--- config.mk ---
export PLATFORM = sky130hd
export DESIGN_NAME = tlic_core
export DESIGN_NICKNAME = d
export VERILOG_FILES = /design/src/inc/tlic_pkg.sv /design/src/inc/tlic_pin_if.sv /design/src/core/tlic_pin_detect.sv /design/src/core/tlic_core.sv
export SDC_FILE = /design/constraint.sdc
export NUM_CORES = 1
export LEC_CHECK = 0
export ABC_AREA = 1
export BUFFER_PORTS_ARGS = -buffer_cell sky130_fd_sc_hd__buf_2
export CAP_MARGIN = 10
export CORE_MARGIN = 2
export CORE_UTILIZATION = 25
export CTS_CLUSTER_DIAMETER = 30
export DETAILED_ROUTE_END_ITERATION = 8
export HOLD_SLACK_MARGIN = 0.1
export MAX_ROUTING_LAYER = met4
export PLACE_DENSITY = 0.55
export SYNTH_ARGS = -nofsm -noshare
export SYNTH_HDL_FRONTEND = slang
export SYNTH_SLANG_ARGS = --single-unit
--- constraint.sdc ---
create_clock -name i_clk -period 3.1 [get_ports i_clk]
set_input_delay 0.465 -clock i_clk [delete_from_list [all_inputs] [get_ports i_clk]]
set_output_delay 0.465 -clock i_clk [all_outputs]
set_load 0.02 [all_outputs]
--- src/inc/tlic_pkg.sv ---
// How it works
// - high requests vector 0008h, low 0018h
// - enabled high request preempts running low routine
// - seventeen registers mapped onto port groups
// - each source has flag, enable, priority
// - priority mode bit7 of reset control, clear
// - bit7 gates high sources, bit6 low sources
// - flag, enable, global enable set: vector immediately
// - compat mode: bit7 all, bit6 also peripherals
// - compat mode always vectors to 0008h
// - accepting clears the admitting global enable
// - low requests held off during high routine
// - push return address, load vector into pc
// - return instruction exits, sets global enable again
// - pin event to vector three-four cycles
// - flags set regardless of any enable
// - edge select one rising, zero falling
package tlic_pkg;
   localparam int PC_W = 21;
   localparam logic [PC_W-1:0] VEC_HIGH = 21'h000008;
   localparam logic [PC_W-1:0] VEC_LOW = 21'h000018;
   localparam int REG_W = 8;
   localparam int PMODE_BIT = 7;
   localparam int GEN_HIGH_BIT = 7;
   localparam int GEN_LOW_BIT = 6;
   localparam logic RST_PMODE = 1'b0;
   localparam logic RST_GEN = 1'b0;
   localparam int N_EXT = 4;
   localparam int N_CHG = 4;
   localparam int SRC_EXT_LO = 0;
   localparam int SRC_CHG = 4;
   localparam int SRC_PERIPH_LO = 5;
   localparam int SYNC_STAGES = 2;
   typedef enum logic [3:0] {
      ST_NONE = 4'h1,
      ST_LOW = 4'h2,
      ST_HIGH = 4'h4,
      ST_NEST = 4'h8
   } tlic_state_t;
endpackage

--- src/inc/tlic_pin_if.sv ---
`timescale 1ns/1ns
`default_nettype none
interface tlic_pin_if;
   logic pin;
   logic edge_sel;
   logic any_edge;
   logic evt;
   modport det (input pin, input edge_sel, input any_edge, output evt);
   modport host (output pin, output edge_sel, output any_edge, input evt);
endinterface
`default_nettype wire

--- src/core/tlic_pin_detect.sv ---
`timescale 1ns/1ns
`default_nettype none
module tlic_pin_detect (
   input wire logic i_clk,
   input wire logic i_nrst,
   tlic_pin_if.det pif
);
   import tlic_pkg::*;
   logic [SYNC_STAGES-1:0] sync;
   logic [SYNC_STAGES-1:0] next_sync;
   logic [SYNC_STAGES:0] ready;
   logic [SYNC_STAGES:0] next_ready;
   logic prev;
   logic next_prev;
   logic rise;
   logic fall;

   always_comb begin
      next_sync = {sync[SYNC_STAGES-2:0], pif.pin};
      next_prev = sync[SYNC_STAGES-1];
      next_ready = {ready[SYNC_STAGES-1:0], 1'b1};
   end

   always_ff @(posedge i_clk) begin
      if (!i_nrst) begin
         sync <= '0;
         prev <= 1'b0;
         ready <= '0;
      end else begin
         sync <= next_sync;
         prev <= next_prev;
         ready <= next_ready;
      end
   end

   // only the last sync stage and its delayed copy feed the detector; it stays
   // quiet until the pipe holds real pin samples, so a pin idling high after
   // reset gives no false edge
   assign rise = ready[SYNC_STAGES] & sync[SYNC_STAGES-1] & ~prev;
   assign fall = ready[SYNC_STAGES] & ~sync[SYNC_STAGES-1] & prev;
   assign pif.evt = pif.any_edge ? (rise | fall) : (pif.edge_sel ? rise : fall);
endmodule
`default_nettype wire

--- src/core/tlic_core.sv ---
`timescale 1ns/1ns
`default_nettype none
module tlic_core #(
   parameter int N_PERIPH = 8,
   localparam int N_SRC = tlic_pkg::SRC_PERIPH_LO + N_PERIPH
) (
   input wire logic i_clk,
   input wire logic i_nrst,
   input wire logic [tlic_pkg::N_EXT-1:0] i_ext_pin,
   input wire logic [tlic_pkg::N_EXT-1:0] i_external_edge_select,
   input wire logic [tlic_pkg::N_CHG-1:0] i_chg_pin,
   input wire logic [N_PERIPH-1:0] i_periph_evt,
   input wire logic [N_SRC-1:0] i_source_enable,
   input wire logic [N_SRC-1:0] i_source_priority,
   input wire logic [N_SRC-1:0] i_flag_clr,
   input wire logic i_reset_control_wr,
   input wire logic [tlic_pkg::REG_W-1:0] i_reset_control_wdata,
   input wire logic i_interrupt_control_wr,
   input wire logic [tlic_pkg::REG_W-1:0] i_interrupt_control_wdata,
   input wire logic i_return_from_interrupt_instr,
   input wire logic [tlic_pkg::PC_W-1:0] i_return_pc,
   output logic [N_SRC-1:0] o_flags,
   output logic o_priority_mode_enable,
   output logic [tlic_pkg::REG_W-1:0] o_interrupt_control,
   output logic o_high_active,
   output logic o_low_active,
   output logic o_vector_load,
   output logic [tlic_pkg::PC_W-1:0] o_vector_addr,
   output logic [tlic_pkg::PC_W-1:0] o_push_addr,
   output logic o_wake
);
   import tlic_pkg::*;

   logic [N_EXT-1:0] ext_evt;
   logic [N_CHG-1:0] chg_evt;
   logic [N_SRC-1:0] src_evt;
   logic [N_SRC-1:0] flags;
   logic [N_SRC-1:0] next_flags;
   logic [N_SRC-1:0] periph_mask;
   logic [N_SRC-1:0] armed;
   logic pmode;
   logic next_pmode;
   logic gen_high;
   logic next_gen_high;
   logic gen_low;
   logic next_gen_low;
   tlic_state_t state;
   tlic_state_t next_state;
   logic hi_busy;
   logic hi_cand;
   logic lo_cand;
   logic take_high;
   logic take_low;
   logic vec_load;
   logic next_vec_load;
   logic [PC_W-1:0] vec_addr;
   logic [PC_W-1:0] next_vec_addr;
   logic [PC_W-1:0] push_addr;
   logic [PC_W-1:0] next_push_addr;

   genvar g;
   generate
      for (g = 0; g < N_EXT; g++) begin : g_ext
         tlic_pin_if pif();
         assign pif.pin = i_ext_pin[g];
         assign pif.edge_sel = i_external_edge_select[g];
         assign pif.any_edge = 1'b0;
         assign ext_evt[g] = pif.evt;
         tlic_pin_detect u_det (
            .i_clk(i_clk),
            .i_nrst(i_nrst),
            .pif(pif)
         );
      end
      for (g = 0; g < N_CHG; g++) begin : g_chg
         tlic_pin_if pif();
         assign pif.pin = i_chg_pin[g];
         assign pif.edge_sel = 1'b0;
         assign pif.any_edge = 1'b1;
         assign chg_evt[g] = pif.evt;
         tlic_pin_detect u_det (
            .i_clk(i_clk),
            .i_nrst(i_nrst),
            .pif(pif)
         );
      end
   endgenerate

   // flags of all five flag registers, the enables and priorities of their
   // partners, plus reset control and interrupt control, form the map
   assign src_evt = {i_periph_evt, |chg_evt, ext_evt};
   assign periph_mask = {{N_PERIPH{1'b1}}, {SRC_PERIPH_LO{1'b0}}};

   // set wins over a clear in the same cycle, so no event is lost
   always_comb begin
      next_flags = (flags & ~i_flag_clr) | src_evt;
   end

   always_ff @(posedge i_clk) begin
      if (!i_nrst) begin
         flags <= '0;
      end else begin
         flags <= next_flags;
      end
   end

   // a source is armed once its flag and its own enable are both set
   assign armed = flags & i_source_enable;
   assign hi_busy = (state == ST_HIGH) || (state == ST_NEST);

   always_comb begin
      if (pmode) begin
         hi_cand = gen_high && |(armed & i_source_priority);
         lo_cand = gen_low && |(armed & ~i_source_priority) && !hi_busy;
      end else begin
         hi_cand = gen_high && |(armed & (~periph_mask | (periph_mask & {N_SRC{gen_low}})));
         lo_cand = 1'b0;
      end
   end

   // a return in progress wins; the request is taken on the following cycle
   assign take_high = hi_cand && !i_return_from_interrupt_instr;
   assign take_low = lo_cand && !hi_cand && !i_return_from_interrupt_instr;

   always_comb begin
      next_pmode = pmode;
      if (i_reset_control_wr) begin
         next_pmode = i_reset_control_wdata[PMODE_BIT];
      end
   end

   always_comb begin
      next_gen_high = gen_high;
      next_gen_low = gen_low;
      next_state = state;
      if (i_interrupt_control_wr) begin
         next_gen_high = i_interrupt_control_wdata[GEN_HIGH_BIT];
         next_gen_low = i_interrupt_control_wdata[GEN_LOW_BIT];
      end
      if (i_return_from_interrupt_instr) begin
         case (state)
            ST_NEST: begin
               next_state = ST_LOW;
               next_gen_high = 1'b1;
            end
            ST_HIGH: begin
               next_state = ST_NONE;
               next_gen_high = 1'b1;
            end
            ST_LOW: begin
               next_state = ST_NONE;
               next_gen_low = 1'b1;
            end
            default: begin
               next_state = state;
            end
         endcase
      end else if (take_high) begin
         next_gen_high = 1'b0;
         next_state = (state == ST_LOW) ? ST_NEST : ST_HIGH;
      end else if (take_low) begin
         next_gen_low = 1'b0;
         next_state = ST_LOW;
      end
   end

   always_comb begin
      next_vec_load = take_high || take_low;
      next_vec_addr = vec_addr;
      next_push_addr = push_addr;
      if (take_high) begin
         next_vec_addr = VEC_HIGH;
         next_push_addr = i_return_pc;
      end else if (take_low) begin
         next_vec_addr = VEC_LOW;
         next_push_addr = i_return_pc;
      end
   end

   always_ff @(posedge i_clk) begin
      if (!i_nrst) begin
         pmode <= RST_PMODE;
         gen_high <= RST_GEN;
         gen_low <= RST_GEN;
         state <= ST_NONE;
         vec_load <= 1'b0;
         vec_addr <= '0;
         push_addr <= '0;
      end else begin
         pmode <= next_pmode;
         gen_high <= next_gen_high;
         gen_low <= next_gen_low;
         state <= next_state;
         vec_load <= next_vec_load;
         vec_addr <= next_vec_addr;
         push_addr <= next_push_addr;
      end
   end

   always_comb begin
      o_interrupt_control = '0;
      o_interrupt_control[GEN_HIGH_BIT] = gen_high;
      o_interrupt_control[GEN_LOW_BIT] = gen_low;
   end

   assign o_flags = flags;
   assign o_priority_mode_enable = pmode;
   assign o_high_active = hi_busy;
   assign o_low_active = (state == ST_LOW) || (state == ST_NEST);
   assign o_vector_load = vec_load;
   assign o_vector_addr = vec_addr;
   assign o_push_addr = push_addr;
   // wake ignores the global enables, so polled sleep still ends
   assign o_wake = |armed;
endmodule
`default_nettype wire

---- Word-level counts from Yosys, hierarchy flattened ----
Index checks and enable logic that the tools add are counted.
storage, ports and cells
  input bits .............................. 101
  flip-flop bits (word level) ............. 92
  output and inout port bits .............. 68
  logic and storage cells ................. 162
cells by class
  bitwise gates (word level) .............. 61
  reduce and logical (&&, ||, !) cells .... 24
  mux-type cells .......................... 32
  equal/unequal tests ..................... 4
operators by type and width
  kind                number
  $and 13x13->13      5
  $reduce_or 13->1    4
  $mux 21             2
  $and 1x1->1         32
  $not 13->13         2
  $mux 4              6
  $mux 1              23
  $not 1->1           17
  $or 13x13->13       1
  $pmux 4 s2          1
  $logic_and 1x1->1   7
  $reduce_or 2->1     3
  $eq 4x2->1 const B  1
  $eq 4x3->1 const B  1
  $eq 4x4->1 const B  1
  $or 1x1->1          4
  $reduce_or 4->1     1
  $logic_not 1->1     3
  $logic_or 1x1->1    3
  $ne 3x2->1 const B  1
  $reduce_bool 3->1   1
  $reduce_and 2->1    1
  $reduce_bool 2->1   1

---- Longest topological paths before layout ----
  depth in word-level cells ............... 11
  gate-level depth with buffers ........... 13
  depth with buffers taken out ............ 12

---- Modules after synthesis ----
A second synthesis with hierarchy kept.
unflattened totals
  cells, all modules ...................... 594
  area total of the unflattened synthesis .. 4052.6 µm²
modules (own cells, without submodules)
  module           sequential area each (µm²)  cells an instance  instances  area each (µm²)
  tlic_core        880.8                       386                1          2471.1
  tlic_pin_detect  120.1                       26                 8          197.7

---- Least setup slack after synthesis ----
Ideal clock, no wire load.
  path kind ............................... input to output
  start ................................... input i_source_enable[7]
  end ..................................... output o_wake
  setup slack ............................. 1.466 ns
  data arrival time ....................... 1.169 ns
  path buffers ............................ 0
  cell stages on the path ................. 5
  data required time ...................... 2.635 ns
  cell sequence ........................... nand2_1 -> nand2_1 -> nor2_1 -> nand3_2 -> or3_1
on the way
  word-level cells in the longest chain between the ends .. 2
ends and longest elaborated chain
  what              RTL line          source
  from (decl)       tlic_core.sv:13   input wire logic [N_SRC-1:0] i_source_enable,
  $and 13x13->13    tlic_core.sv:108  assign armed = flags & i_source_enable;
  $reduce_or 13->1  tlic_core.sv:214  assign o_wake = |armed;
  to (decl)         tlic_core.sv:30   output logic o_wake
No other way between the ends.

---- Final worst setup path ----
  start ................................... register flags[4], in the netlist o_flags[4]
  end ..................................... output o_wake
on the way
  word-level cells in the longest chain between the ends .. 2
ends and longest elaborated chain
  what                    RTL line          source
  from (decl)             tlic_core.sv:37   logic [N_SRC-1:0] flags;
  from (signal assigned)  tlic_core.sv:103  flags <= next_flags;
  $and 13x13->13          tlic_core.sv:108
  $reduce_or 13->1        tlic_core.sv:214
No other way between the ends.

==> out/metrics.cfg <==
[clock_network]
cts_sinks=71
clk_latency_ns=0.34
cts-root-buf=clkbuf_16
clk_pin_slew_ns=0.07
cts_buffer_depth=2
postCtsSetupBuffers=0
cts_made_buffers=9
htree_levels=3
tritoncts=yes
post_cts_resized=0
ctsHoldBuffers=0

[sta]
rsz0062_at_grt=no
tightest_slew_ns=0.689
fin_setup_tns_ns=0
clock_skew_ns=0.00960
hold_slack_ns=0.305
setup_viol=0
hold_viol=0
max_freq_mhz=496
relSlewSlack=0.540
post-route-min-period_ns=2.02
slew_violations=0
fin_crit_sh=0.651
setup_ws_ns=1.08

[worst_setup_path]
r2r_cells=12
regToRegStartpoint=o_flags[3]
end_kind=output pin
critical_path.max_fanout=5
max_stage_delay_ns=0.35
cp_common_cell=nand2_1
crit_required_ns=2.63
crit_path_cell_trace=nand2_1, nand2_1, nor2_1, nand3_2, or3_1, buf_2
cp-start-kind=flop
rr_endpoint=o_push_addr[16]
critPathSlowestCell=dfxtp_1
r2r_slack_ns=1.09
criticalPathCategory=reg -> out
arrival_ns=1.55

[synthesis]
async_flop_share=0
synth_area_leaders=dfxtp_1, nand2_1, inv_1
syn_area_per_cell_um2=7.20
synth_top_area_frac=0.406
synthCells=487
ys_seq_area_frac=0.406
ys_ff_latch=71
ys_warn_count=0
yosys.area.top_type=dfxtp_1
syn_area_mm2=0.00350
yosysMostFrequentCell=nand2_1
yosys.cell_types.count=34
synthFlopType=dfxtp_1
synth_edf_count=0
ys_top_cells_by_count=nand2_1, inv_1, dfxtp_1

[power_and_ir_drop]
power_frac_clock=0.458
comb_power_share=0.129
power_switching_uw=650
irDropWorstVdd_mv=0.276
swShare=0.273
p_int_mw=1.73
power_frac_seq=0.413
power_mw=2.38
power_density_mw_per_mm2=529
leakage_nw=2.63

[die]
core-area_mm2=0.0138
die_y_um=122
start_util=0.254
die_w_um=122
die_area_mm2=0.0150
boundaryPins=169
rows=43

[placement]
globalplace.congestion=0.813
io_buffer_count=130
dp_hpwl_mm=6.13
pre_cts_ws_ns=0.963
placed_cell_area_mm2=0.00418

[layout]
drive_gt1_frac=0.319
fin_area_mm2=0.00449
num_antenna_cells=0
area_growth_pct=28.2
fin_nets=714

[detailed_routing]
routedWlPerCell_um=10.4
vias=3114
drcViolationCount=0
drt_wl_total_mm=8.31
dr.pass1.iters=4
via_per_inst=3.90
drtIter0Drc=102
antenna_left=0

[grt]
overflow=0
antenna_found_initial=0
grt_start_max_net_pins=59
grt_pass1_wl_mm=12.8
grt_use_total=0.115
grt_pass1_vias=2691

[worst_hold_path]
whs_path_depth=3
hold_end=g_chg[1].u_det.sync[0]
hp-start=i_chg_pin[1]
hold_path_class=in -> reg

[run_status]
status=finished, final reports clean

[flow_run]
drv_cap=0

## critical path, delay by kind of cell, from the launching register on
family	cells	cell delay [ns]
buffers and inverters	1	0.17
AND/OR/NAND/NOR	5	0.70
flip-flops	1	0.35
## worst max-delay path by stage
stage | startpoint | to | slack [ns] | depth (start not counted)
after floorplan | i_source_enable[7] | o_wake | 1.47 | 5
after global placement | i_source_enable[3] | o_vector_addr[4] | 0.94 | 12
after detailed placement | i_source_enable[3] | o_push_addr[1] | 0.96 | 13
after CTS | o_flags[4] | o_wake | 1.03 | 6
after global routing | o_flags[3] | o_push_addr[15] | 0.88 | 12
final | o_flags[4] | o_wake | 1.08 | 6
## sequential cells by signal, summed over array words and instances (netlist names), 2 cells and up
signal,flops
g_chg.u_det.prev,4
g_chg.u_det.ready,3
g_chg.u_det.sync,8
g_ext.u_det.prev,4
g_ext.u_det.sync,8
o_flags,13
o_push_addr,21
o_vector_addr,2
state,4
## per-layer routing
metal,share of wire,global-route usage,vias up,routed length (µm)
li1,-,-,1669,-
met1,0.46,0.139,1324,3830
met2,0.44,0.174,110,3680
met3,0.078,0.0339,11,645
met4,0.019,0.0560,0,159
met5,0,-,-,0
## stage by stage
stage,instances,utilization
finish,798,0.326
global route,798,0.326
floorplan,511,-
CTS,798,0.326
global placement,782,0.304
detailed placement,782,0.304
## power groups by stage
stage | clock (mW) | sequential (mW) | combinational [mW]
after floorplan | 0 | 1.02 | 0.198
after global placement | 0 | 1.00 | 0.308
after detailed placement | 0 | 1.00 | 0.311
after CTS | 1.14 | 0.983 | 0.312
after global routing | 1.17 | 0.988 | 0.346
final | 1.09 | 0.982 | 0.307
## layout by cell type, fill, tap and decap left out, drive strengths merged
cell type and instances:
xor2 4, a21boi 4, nand2 106, o211ai 1
inv 98, nand3 45, nor4 1, dfxtp 71
clkinv 1, conb 25, a21oi 13, clkbuf 10
o21ai 8, buf 131, nor3 1, nand3b 1
a21o 1, o22ai 5, mux2 1, a221oi 1
o21bai 1, nand4 3, nor2 83, or3 1
nor3b 1, bufinv 1
## cell families after synthesis
kind of cell    count (synthesis)  synth area share
mux                             1           0.00321
xor+xnor                        4            0.0100
compound gates                 34            0.0628
other cells                     1           0.00107
flops                          71             0.406
buf+inv                       134             0.185
simple gates                  242             0.332
## area by class of cell
type                       count  area (µm²)
clock buffer                  10         239
clock inverter                 6        73.8
fill                        1542        9280
inverter                      94         353
multi-input combinational    306        1520
sequential                    71        1420
tap                          180         225
timing repair buffer         131         658
Power figures use the tool's default switching activity.
